## src/shared/lpd_consts.svh

```systemverilog
`ifndef LPD_CONSTS_SVH
`define LPD_CONSTS_SVH

// Register addresses
`define LPD_ADDR_SYS_OPT_ONE 16'h1802
`define LPD_ADDR_CTRL        16'h1900
`define LPD_ADDR_STATUS      16'h1901
`define LPD_ADDR_MASK        16'h1902
`define LPD_ADDR_MODE        16'h1903

// Field positions
`define LPD_STOP_EN_BIT      5
`define LPD_BDM_EN_BIT       0
`define LPD_REF_KEEP_BIT     1
`define LPD_STOP_DEEP_BIT    2

// Status and mask bit positions
`define LPD_EV_WAIT          0
`define LPD_EV_STOP          1
`define LPD_EV_WAKE          2
`define LPD_EV_BACKGROUND_OPCODE          3
`define LPD_EV_REFUSE        4
`define LPD_EV_ILOP          5

// Reset values and writable bits
`define LPD_SYS_OPT_ONE_RST  8'h00
`define LPD_SYS_OPT_ONE_WMSK 8'he7
`define LPD_CTRL_RST         8'h00
`define LPD_CTRL_WMSK        8'h07
`define LPD_MASK_RST         8'h00

// Cycles after reset before the synchronised mode pin can be sampled;
// one less would still see the synchroniser's reset value
`define LPD_STRAP_CYCLES     2'h3

`endif

```

## src/shared/lpd_pkg.sv

```systemverilog
package lpd_pkg;

  typedef enum logic [3:0] {
    LPD_RUN  = 4'b0001,
    LPD_WAIT = 4'b0010,
    LPD_STOP = 4'b0100,
    LPD_BACKGROUND_OPCODE = 4'b1000
  } lpd_mode_e;

  typedef enum logic [2:0] {
    LPD_CMD_MEM      = 3'h0,
    LPD_CMD_MEM_STAT = 3'h1,
    LPD_CMD_DBG_REG  = 3'h2,
    LPD_CMD_BACKGND  = 3'h3,
    LPD_CMD_CPU_REG  = 3'h4,
    LPD_CMD_TRACE    = 3'h5,
    LPD_CMD_GO       = 3'h6
  } lpd_cmd_e;

  typedef struct packed {
    logic     valid;
    lpd_cmd_e code;
  } lpd_cmd_s;

  typedef struct packed {
    logic done;
    logic accept;
    logic exec;
    logic err_lowpwr;
  } lpd_resp_s;

  typedef struct packed {
    logic [15:0] addr;
    logic [7:0]  wdata;
    logic        we;
    logic        re;
  } lpd_bus_s;

  typedef struct packed {
    logic cpu_clk_en;
    logic bus_clk_en;
    logic ref_clk_en;
    logic stop_deep;
  } lpd_clk_s;

endpackage

```

## src/verilog/lpd_mode_ctrl.sv

```systemverilog
// Contract
// - Non-intrusive debug commands are accepted in run and in background.
// - Non-intrusive means memory, memory with status, debug reg, BACKGROUND.
// - CPU register, trace and GO commands execute only in background mode.
// - The wait instruction gates the CPU clock off.
// - Entering wait clears the interrupt mask bit so interrupts are enabled.
// - An interrupt ends wait and restarts the CPU with register stacking.
// - In wait only BACKGROUND and memory-with-status commands are accepted.
// - In wait or stop, memory-with-status commands return an error only.
// - A BACKGROUND command in wait wakes the device into background mode.
// - The stop instruction enters one of two stop modes if stop is enabled.
// - In every stop mode the bus clock and CPU clock are halted.
// - The clock source may keep its reference clocks running in stop.
// - With stop disabled the stop instruction is an illegal-opcode reset.
// - With background disabled its opcode is an illegal-opcode reset.
//
// Strobed register access was decided locally.
`timescale 1ns/1ps
`include "lpd_consts.svh"
module lpd_mode_ctrl
  import lpd_pkg::*;
(
  // Clock and reset
  input  wire logic      clk_in,
  input  wire logic      reset_n_in,
  // Mode select pin, sampled after reset release
  input  wire logic      background_mode_select_pin_pin_in,
  // CPU instruction events and interrupt request
  input  wire logic      wait_exec_in,
  input  wire logic      stop_exec_in,
  input  wire logic      background_opcode_exec_in,
  input  wire logic      irq_req_in,
  // Decoded debug command
  input  wire lpd_cmd_s  dbg_cmd_in,
  // Register bus
  input  wire lpd_bus_s  bus_in,
  output logic [7:0]     rdata_out,
  // Mode and clock gating
  output lpd_mode_e      mode_out,
  output lpd_clk_s       clk_ctrl_out,
  // CPU sequencing pulses
  output logic           ccr_i_clear_out,
  output logic           stack_start_out,
  output logic           ilop_reset_out,
  output logic           trace_step_out,
  // Debug command answer
  output lpd_resp_s      dbg_resp_out,
  // Interrupt
  output logic           irq_out
);

  //////////////////////////////////////////////////////////////////////////
  logic        rst_n;
  logic        pin_s;
  lpd_resp_s   gate_resp;
  logic        gate_background_opcode;
  logic        gate_run;
  logic        gate_step;
  lpd_mode_e   mode_q;
  lpd_mode_e   mode_d;
  logic [1:0]  strap_cnt_q;
  logic [1:0]  strap_cnt_d;
  logic        strap_done;
  logic        ccr_d;
  logic        stack_d;
  logic        ilop_d;
  logic [7:0]  ev;
  logic [7:0]  sys_opt_q;
  logic [7:0]  sys_opt_d;
  logic [7:0]  ctrl_q;
  logic [7:0]  ctrl_d;
  logic [7:0]  mask_q;
  logic [7:0]  mask_d;
  logic [7:0]  status_q;
  logic [7:0]  status_d;
  logic [7:0]  rdata_d;
  logic        irq_d;
  lpd_clk_s    clk_d;
  logic        stop_en;
  logic        bdm_en;

  //////////////////////////////////////////////////////////////////////////
  // Reset released through two flops; asserted at once
  lpd_sync2 #(
    .RST_VAL (1'b0)
  ) u_rst_sync (
    .clk_in   (clk_in),
    .rst_n_in (reset_n_in),
    .d_in     (1'b1),
    .q_out    (rst_n)
  );

  // Pin idles high, so reset value matches a released pin
  lpd_sync2 #(
    .RST_VAL (1'b1)
  ) u_pin_sync (
    .clk_in   (clk_in),
    .rst_n_in (rst_n),
    .d_in     (background_mode_select_pin_pin_in),
    .q_out    (pin_s)
  );

  lpd_cmd_gate u_gate (
    .mode_in     (mode_q),
    .cmd_in      (dbg_cmd_in),
    .resp_out    (gate_resp),
    .to_background_opcode_out (gate_background_opcode),
    .to_run_out  (gate_run),
    .step_out    (gate_step)
  );

  assign stop_en    = sys_opt_q[`LPD_STOP_EN_BIT];
  assign bdm_en     = ctrl_q[`LPD_BDM_EN_BIT];
  assign strap_done = (strap_cnt_q == `LPD_STRAP_CYCLES);

  //////////////////////////////////////////////////////////////////////////
  // Mode sequencing
  always_comb begin
    mode_d      = mode_q;
    strap_cnt_d = strap_cnt_q;
    ccr_d       = 1'b0;
    stack_d     = 1'b0;
    ilop_d      = 1'b0;
    ev          = 8'h00;
    if (!strap_done) begin
      // Pin needs the sync latency before its level can be trusted
      strap_cnt_d = strap_cnt_q + 2'h1;
      if (strap_cnt_d == `LPD_STRAP_CYCLES && !pin_s) begin
        mode_d             = LPD_BACKGROUND_OPCODE;
        ev[`LPD_EV_BACKGROUND_OPCODE]   = 1'b1;
      end
    end else begin
      case (mode_q)
        LPD_RUN: begin
          if (gate_background_opcode) begin
            mode_d           = LPD_BACKGROUND_OPCODE;
            ev[`LPD_EV_BACKGROUND_OPCODE] = 1'b1;
          end else if (wait_exec_in) begin
            mode_d           = LPD_WAIT;
            ccr_d            = 1'b1;
            ev[`LPD_EV_WAIT] = 1'b1;
          end else if (stop_exec_in) begin
            if (stop_en) begin
              mode_d           = LPD_STOP;
              ev[`LPD_EV_STOP] = 1'b1;
            end else begin
              ilop_d           = 1'b1;
              ev[`LPD_EV_ILOP] = 1'b1;
            end
          end else if (background_opcode_exec_in) begin
            if (bdm_en) begin
              mode_d           = LPD_BACKGROUND_OPCODE;
              ev[`LPD_EV_BACKGROUND_OPCODE] = 1'b1;
            end else begin
              ilop_d           = 1'b1;
              ev[`LPD_EV_ILOP] = 1'b1;
            end
          end
        end
        LPD_WAIT: begin
          // Host wake beats a simultaneous interrupt
          if (gate_background_opcode) begin
            mode_d           = LPD_BACKGROUND_OPCODE;
            ev[`LPD_EV_BACKGROUND_OPCODE] = 1'b1;
          end else if (irq_req_in) begin
            mode_d           = LPD_RUN;
            stack_d          = 1'b1;
            ev[`LPD_EV_WAKE] = 1'b1;
          end
        end
        LPD_STOP: begin
          if (irq_req_in) begin
            mode_d           = LPD_RUN;
            stack_d          = 1'b1;
            ev[`LPD_EV_WAKE] = 1'b1;
          end
        end
        LPD_BACKGROUND_OPCODE: begin
          if (gate_run) begin
            mode_d = LPD_RUN;
          end
        end
        default: mode_d = LPD_RUN;
      endcase
    end
    ev[`LPD_EV_REFUSE] = gate_resp.done && !gate_resp.accept;
  end

  // Clock enables follow the next mode so they change with mode_q
  always_comb begin
    clk_d.cpu_clk_en = (mode_d == LPD_RUN) || (mode_d == LPD_BACKGROUND_OPCODE);
    clk_d.bus_clk_en = (mode_d != LPD_STOP);
    clk_d.ref_clk_en = (mode_d != LPD_STOP) ||
                       ctrl_q[`LPD_REF_KEEP_BIT];
    clk_d.stop_deep  = (mode_d == LPD_STOP) &&
                       ctrl_q[`LPD_STOP_DEEP_BIT];
  end

  always_ff @(posedge clk_in or negedge rst_n) begin
    if (!rst_n) begin
      mode_q          <= LPD_RUN;
      strap_cnt_q     <= 2'h0;
      ccr_i_clear_out <= 1'b0;
      stack_start_out <= 1'b0;
      ilop_reset_out  <= 1'b0;
      trace_step_out  <= 1'b0;
      dbg_resp_out    <= '0;
      clk_ctrl_out    <= 4'he;
    end else begin
      mode_q          <= mode_d;
      strap_cnt_q     <= strap_cnt_d;
      ccr_i_clear_out <= ccr_d;
      stack_start_out <= stack_d;
      ilop_reset_out  <= ilop_d;
      trace_step_out  <= gate_step;
      dbg_resp_out    <= gate_resp;
      clk_ctrl_out    <= clk_d;
    end
  end

  assign mode_out = mode_q;

  //////////////////////////////////////////////////////////////////////////
  // Registers; a status read clears it, but a new event still lands
  always_comb begin
    sys_opt_d = sys_opt_q;
    ctrl_d    = ctrl_q;
    mask_d    = mask_q;
    status_d  = status_q;
    rdata_d   = 8'h00;
    if (bus_in.we) begin
      case (bus_in.addr)
        `LPD_ADDR_SYS_OPT_ONE:
          sys_opt_d = bus_in.wdata & `LPD_SYS_OPT_ONE_WMSK;
        `LPD_ADDR_CTRL: ctrl_d = bus_in.wdata & `LPD_CTRL_WMSK;
        `LPD_ADDR_MASK: mask_d = bus_in.wdata;
        default: ;
      endcase
    end
    if (bus_in.re) begin
      case (bus_in.addr)
        `LPD_ADDR_SYS_OPT_ONE: rdata_d = sys_opt_q;
        `LPD_ADDR_CTRL:        rdata_d = ctrl_q;
        `LPD_ADDR_MASK:        rdata_d = mask_q;
        `LPD_ADDR_MODE:        rdata_d = {4'h0, mode_q};
        `LPD_ADDR_STATUS: begin
          rdata_d  = status_q;
          status_d = 8'h00;
        end
        default: rdata_d = 8'h00;
      endcase
    end
    status_d = status_d | ev;
    irq_d    = |(status_d & mask_d);
  end

  always_ff @(posedge clk_in or negedge rst_n) begin
    if (!rst_n) begin
      sys_opt_q <= `LPD_SYS_OPT_ONE_RST;
      ctrl_q    <= `LPD_CTRL_RST;
      mask_q    <= `LPD_MASK_RST;
      status_q  <= 8'h00;
      rdata_out <= 8'h00;
      irq_out   <= 1'b0;
    end else begin
      sys_opt_q <= sys_opt_d;
      ctrl_q    <= ctrl_d;
      mask_q    <= mask_d;
      status_q  <= status_d;
      rdata_out <= rdata_d;
      irq_out   <= irq_d;
    end
  end
endmodule

```

## src/verilog/lpd_sync2.sv

```systemverilog
`timescale 1ns/1ps
module lpd_sync2 #(
  parameter logic RST_VAL = 1'b0
) (
  // Clock and reset
  input  wire logic clk_in,
  input  wire logic rst_n_in,
  // Data
  input  wire logic d_in,
  output logic      q_out
);
  logic meta_q;

  always_ff @(posedge clk_in or negedge rst_n_in) begin
    if (!rst_n_in) begin
      meta_q <= RST_VAL;
      q_out  <= RST_VAL;
    end else begin
      meta_q <= d_in;
      q_out  <= meta_q;
    end
  end
endmodule

```

## src/verilog/lpd_cmd_gate.sv

```systemverilog
`timescale 1ns/1ps
module lpd_cmd_gate
  import lpd_pkg::*;
(
  // Current mode and command
  input  wire lpd_mode_e mode_in,
  input  wire lpd_cmd_s  cmd_in,
  // Verdict
  output lpd_resp_s      resp_out,
  output logic           to_background_opcode_out,
  output logic           to_run_out,
  output logic           step_out
);
  function automatic logic is_nonintr(input lpd_cmd_e c);
    is_nonintr = (c == LPD_CMD_MEM) || (c == LPD_CMD_MEM_STAT) ||
                 (c == LPD_CMD_DBG_REG) || (c == LPD_CMD_BACKGND);
  endfunction

  always_comb begin
    resp_out    = '0;
    to_background_opcode_out = 1'b0;
    to_run_out  = 1'b0;
    step_out    = 1'b0;
    if (cmd_in.valid) begin
      resp_out.done = 1'b1;
      case (mode_in)
        LPD_RUN: begin
          resp_out.accept = is_nonintr(cmd_in.code);
          resp_out.exec   = resp_out.accept &&
                            (cmd_in.code != LPD_CMD_BACKGND);
          to_background_opcode_out     = (cmd_in.code == LPD_CMD_BACKGND);
        end
        LPD_BACKGROUND_OPCODE: begin
          resp_out.accept = 1'b1;
          resp_out.exec   = (cmd_in.code != LPD_CMD_BACKGND);
          to_run_out      = (cmd_in.code == LPD_CMD_GO);
          step_out        = (cmd_in.code == LPD_CMD_TRACE);
        end
        LPD_WAIT, LPD_STOP: begin
          // Status reads report the low-power state, never touch memory
          if (cmd_in.code == LPD_CMD_MEM_STAT) begin
            resp_out.accept     = 1'b1;
            resp_out.err_lowpwr = 1'b1;
          end else if (cmd_in.code == LPD_CMD_BACKGND &&
                       mode_in == LPD_WAIT) begin
            resp_out.accept = 1'b1;
            to_background_opcode_out     = 1'b1;
          end
        end
        default: resp_out.done = 1'b1;
      endcase
    end
  end
endmodule

```

## config.mk

```make
export PLATFORM = sky130hd
export DESIGN_NAME = lpd_mode_ctrl
export DESIGN_NICKNAME = d
export VERILOG_FILES = /design/src/shared/lpd_pkg.sv /design/src/verilog/lpd_mode_ctrl.sv /design/src/verilog/lpd_sync2.sv /design/src/verilog/lpd_cmd_gate.sv
export VERILOG_INCLUDE_DIRS = /design/src /design/src/shared
export SDC_FILE = /design/constraint.sdc
export NUM_CORES = 1
export LEC_CHECK = 0
export ABC_AREA = 1
export BUFFER_PORTS_ARGS = -buffer_cell sky130_fd_sc_hd__buf_2
export CAP_MARGIN = 20
export CORE_ASPECT_RATIO = 1.1
export CORE_UTILIZATION = 44
export CTS_CLUSTER_SIZE = 20
export DETAILED_ROUTE_END_ITERATION = 8
export GPL_TIMING_DRIVEN = 0
export PLACE_DENSITY = 0.66
export REMOVE_ABC_BUFFERS = 1
export SYNTH_ARGS = -nofsm -noshare
export SYNTH_HDL_FRONTEND = slang
export SYNTH_HIERARCHICAL = 1
export SYNTH_SLANG_ARGS = --single-unit
```

## constraint.sdc

```tcl
create_clock -name clk_in -period 3.16 [get_ports clk_in]
set_input_delay 0.632 -clock clk_in [delete_from_list [all_inputs] [get_ports clk_in]]
set_output_delay 0.632 -clock clk_in [all_outputs]
set_load 0.02 [all_outputs]
```

Yosys cells after proc, flatten, opt, wreduce, memory -nomap -nowiden
Cells that the tools add are included.
Widths: inputs -> output; s select.
{ "word_totals": {"in_bits": 37, "out_inout_bits": 25, "reg_bits": 56, "word_cells": 128} }
{ "op_classes": {"n_reduce_logical": 17, "bitwise_logic": 2, "eq_ne": 21, "muxes": 63, "add_sub_neg": 1} }
{ "op_table": {"columns": ["op", "count"], "rows": [
  ["$eq 16x13->1 const B", 5],
  ["$mux 4", 12],
  ["$mux 8", 5],
  ["$pmux 8 s5", 1],
  ["$mux 1", 36],
  ["$pmux 4 s4", 1],
  ["$and 8x8->8", 1],
  ["$eq 4x1->1 const B", 2],
  ["$eq 4x3->1 const B", 2],
  ["$eq 4x4->1 const B", 2],
  ["$or 8x6->8", 1],
  ["$pmux 1 s2", 4],
  ["$reduce_or 8->1", 1],
  ["$eq 3x2->1 const B", 2],
  ["$eq 3x3->1 const B", 2],
  ["$logic_and 1x1->1", 5],
  ["$logic_or 1x1->1", 5],
  ["$eq 2x2->1 const B", 2],
  ["$eq 4x2->1 const B", 1],
  ["$mux 2", 2],
  ["$ne 4x3->1 const B", 1],
  ["$reduce_and 2->1", 2],
  ["$eq 3x1->1 const B", 1],
  ["$logic_not 3->1", 1],
  ["other kinds (6)", 7]
]} }

Depth between registers and ports, before layout
{ "logic_depth": {"word_depth": 12, "depth_mapped": 13} }

Modules after synthesis
Netlist, hierarchy kept.
{ "by_module_without_submodules": {"columns": ["mod", "area_each_um2", "cells_per_inst", "n_inst"], "rows": [
  ["lpd_mode_ctrl", 2721.4, 334, 1],
  ["lpd_cmd_gate", 181.4, 33, 1],
  ["lpd_sync2 (u_pin_sync)", 52.6, 2, 1],
  ["lpd_sync2 (u_rst_sync)", 50.0, 2, 1]
]} }

Worst setup path before layout
No wires, ideal clock.
{ "synth_timing": {"path_kind": "flip-flop to flip-flop", "startpoint": "register mode_q[1] (netlist: mode_out[1])", "endpoint": "register clk_ctrl_out[0] (netlist name)", "path_buffers": 0, "required_time_ns": 3.088, "period_less_slack_ns": 1.955, "path_slack_ns": 1.205, "setup_time_ns": 0.072, "arrival_ns": 1.884, "stages_incl_launch_ff": 13, "cell_sequence": "dfrtp_1 inv_1 nor2_2 nand3_2 a21oi_1 inv_1 nand4_1 nand2_1 nand2_1 nand2_1 a21oi_1 nand3_2 nor2_1"} }
{ "synth_rtl": {"columns": ["element", "line_no", "text"], "rows": [
  ["start, declared", "lpd_mode_ctrl.sv:59", "lpd_mode_e mode_q;"],
  ["start signal, assigned", "lpd_mode_ctrl.sv:210", "mode_q <= mode_d;"],
  ["end signal, assigned", "lpd_mode_ctrl.sv:217", "clk_ctrl_out <= clk_d;"],
  ["end, declared", "lpd_mode_ctrl.sv:40", "output lpd_clk_s clk_ctrl_out,"]
]} }

==> results.json <==
{
  "clk_latency_ns": 0.32,
  "core_um2": 6590,
  "period_share": 0.736,
  "fillers": 634,
  "holdBufCountCts": 0,
  "final_nets": 472,
  "max-clock-path-buffers": 2,
  "post_synth.cell_area_avg_um2": 8.10,
  "die_h_um": 88.7,
  "drt_iter0_drc": 231,
  "synth_edf_count": 0,
  "drt_first_pass_iters": 4,
  "grt_pass1_wl_um": 11000,
  "yosysSeqAreaShare": 0.469,
  "final_max_slew_viol_count": 0,
  "final.setup.tns_ns": 0,
  "worstReg2RegStart": "mode_out[1]",
  "cts-resized-gates": 0,
  "diodes": 0,
  "r2r_cells": 12,
  "required_ns": 3.42,
  "pwr-share-clk": 0.246,
  "p_sw_frac": 0.364,
  "ys.flop_type": "dfrtp_1",
  "die_area_um2": 7170,
  "clock.fmax_mhz": 430,
  "pre_cts_slack_ns": 0.706,
  "yosysUniqueCellTypes": 34,
  "io_buffers": 61,
  "hold_viol": 0,
  "hold_class": "in -> async",
  "grt_max_degree": 36,
  "end_kind": "register",
  "place_hpwl_um": 5070,
  "rsz0062_at_grt": "false",
  "via_count": 2554,
  "die_w_um": 80.8,
  "place_congestion": 0.847,
  "netlist_area_um2": 3010,
  "relSlewSlack": 0.604,
  "peakVddDrop_mv": 0.274,
  "worstPathArrival_ns": 2.59,
  "p_per_area_nw_per_um2": 509,
  "fin_crit_ns": 2.33,
  "seqPwrFrac": 0.478,
  "grt_usage": 0.205,
  "io_pins": 62,
  "gr-total-overflow": 0,
  "clock_skew_ns": 0.0108,
  "grt_antenna_before_repair": 0,
  "cts_setup_buffers": 0,
  "crit_fanout": 8,
  "start_kind": "register",
  "start_util": 0.456,
  "wirelength_um": 6600,
  "outcome": "complete, no violations",
  "syn_to_final_growth_pct": 15.9,
  "cts.sinks": 56,
  "clkSlewWorstSetupHoldPaths_ns": 0.11,
  "max_cap_viol_count": 0,
  "drc": 0,
  "pwr-share-comb": 0.277,
  "tightest_slew_ns": 0.595,
  "cts_tree": "built",
  "first_global_vias": 2346,
  "post_drt_wl_per_cell_um": 12.8,
  "ff2ff_setup_slack_ns": 0.83,
  "cts_root_buf": "clkbuf_8",
  "reg2reg_to": "clk_ctrl_out[0]",
  "cts_buffers": 5,
  "synthArstFlopShare": 1.00,
  "p_int_mw": 1.13,
  "power_switching_mw": 0.646,
  "ys_ff_latch": 56,
  "p_leak_nw": 1.90,
  "ant_nets": 0,
  "row_count": 31,
  "setup_slack_ns": 0.833,
  "avgViaCountPerCell": 4.95,
  "htreeDepth": 2,
  "synth_warnings": 6,
  "crit_type": "reg -> reg",
  "setup_violations": 0,
  "syn_inst": 371,
  "layout-drive-gt1-share": 0.267
}
## cells by family (layout without fill, tap and decap cells)
logic type	after synthesis	in the layout	share of synthesized area
xor+xnor	1	1	0.00291
buf+inv	55	118	0.0787
other cells	1	1	0.00125
mux	4	4	0.0200
compound gates	22	22	0.0416
simple gates	230	230	0.378
fa+ha+maj	2	2	0.00833
flops	56	56	0.469
## cell usage after synthesis, types with 2 or more instances
| master | n | area share |
|---|---|---|
| nand2_1 | 108 | 0.13 |
| dfrtp_1 | 50 | 0.42 |
| inv_1 | 44 | 0.055 |
| nor2_1 | 39 | 0.049 |
| nand3_1 | 32 | 0.053 |
| nand4_1 | 15 | 0.031 |
| nor2_2 | 9 | 0.019 |
| o21ai_0 | 8 | 0.013 |
| a21oi_1 | 7 | 0.012 |
| dfstp_2 | 6 | 0.052 |
| nor2_4 | 6 | 0.022 |
| mux2_4 | 4 | 0.020 |
| nand2_2 | 4 | 0.0083 |
| nand3_2 | 4 | 0.013 |
| nor3_1 | 4 | 0.0067 |
| and2_1 | 3 | 0.0062 |
| inv_2 | 3 | 0.0037 |
| nand3_4 | 3 | 0.017 |
| o22ai_1 | 3 | 0.0062 |
| buf_2 | 2 | 0.0033 |
| buf_4 | 2 | 0.0050 |
| buf_6 | 2 | 0.0075 |
| ha_1 | 2 | 0.0083 |
## sequential cells by signal, summed over array words and instances (netlist names), 2 cells and up
register	cells
sys_opt_q	6
mask_q	8
ctrl_q	3
strap_cnt_q	2
rdata_out	8
dbg_resp_out	4
clk_ctrl_out	4
status_q	8
mode_out	4
## critical path, stage by stage, from the launching register on
cell and delay [ns]:
dfrtp_1 0.54, inv_1 0.14, nor2_2 0.13, nand3_2 0.09, a21oi_1 0.41, inv_1 0.16, nand4_1 0.12, nand2_1 0.07
nand2_1 0.06, nand2_1 0.10, a21oi_1 0.22, nand3_2 0.14, nor2_1 0.10
## per-stage QoR
| step | util | power (mW) | instances | hold slack [ns] | instance area (um2) |
|---|---|---|---|---|---|
| floorplan | - | 1.20 | 364 | 0.331 | 2950 |
| global placement | 0.510 | 1.34 | 507 | 0.339 | 3360 |
| detailed placement | 0.513 | 1.35 | 508 | 0.235 | 3380 |
| CTS | 0.528 | 1.78 | 516 | 0.0632 | 3480 |
| global route | 0.528 | 1.89 | 516 | 0.0553 | 3480 |
| finish | 0.528 | 1.77 | 516 | 0.0665 | 3480 |
## cell type report
cell class,count,area [um2],share of cell area
clock inverter,2,17.5,0.00503
multi-input combinational,260,1360,0.390
sequential,56,1410,0.405
inverter,48,185,0.0532
clock buffer,6,82.6,0.0237
timing repair buffer,62,325,0.0934
tap,82,103,0.0295
## power by group through the flow
| stage | combinational [mW] | sequential [mW] | clock, mW |
|---|---|---|---|
| final | 0.490 | 0.847 | 0.436 |
| after global routing | 0.562 | 0.856 | 0.475 |
| after CTS | 0.492 | 0.846 | 0.440 |
| after detailed placement | 0.490 | 0.860 | 0 |
| after global placement | 0.475 | 0.869 | 0 |
| after floorplan | 0.291 | 0.904 | 0 |
## layout by cell type (no fill, tap or decap), drive strengths merged
cell / Yosys / routed
and2: 3 / 3
o21bai: 1 / 1
o22ai: 3 / 3
nor2: 54 / 54
nand3b: 1 / 1
a21oi: 8 / 8
nand4: 15 / 15
nand3: 39 / 39
o21ai: 9 / 9
inv: 48 / 50
buf: 6 / 62
xnor2: 1 / 1
nor3: 4 / 4
nand2: 114 / 114
mux2: 4 / 4
ha: 2 / 2
clkbuf: 1 / 6
dfrtp: 50 / 50
dfstp: 6 / 6
conb: 1 / 1
a31oi: 1 / 1
## how the worst max path moves through the flow
stage	from	endpoint	depth (start not counted)
after detailed placement	dbg_cmd_in[0]	clk_ctrl_out[0]	13
final	mode_out[1]	clk_ctrl_out[0]	12
after global placement	dbg_cmd_in[0]	clk_ctrl_out[0]	13
after CTS	mode_out[1]	clk_ctrl_out[0]	12
after global routing	mode_out[1]	clk_ctrl_out[0]	12
after floorplan	mode_out[1]	clk_ctrl_out[0]	12
## per-layer routing
metal | routed length, um | up-vias | global-route usage
li1 | - | 1301 | -
met1 | 3140 | 1179 | 0.276
met2 | 3100 | 63 | 0.333
met3 | 267 | 11 | 0.0340
met4 | 99 | 0 | 0.0666
met5 | 0 | - | 0
(Power assumes the default switching activity.)
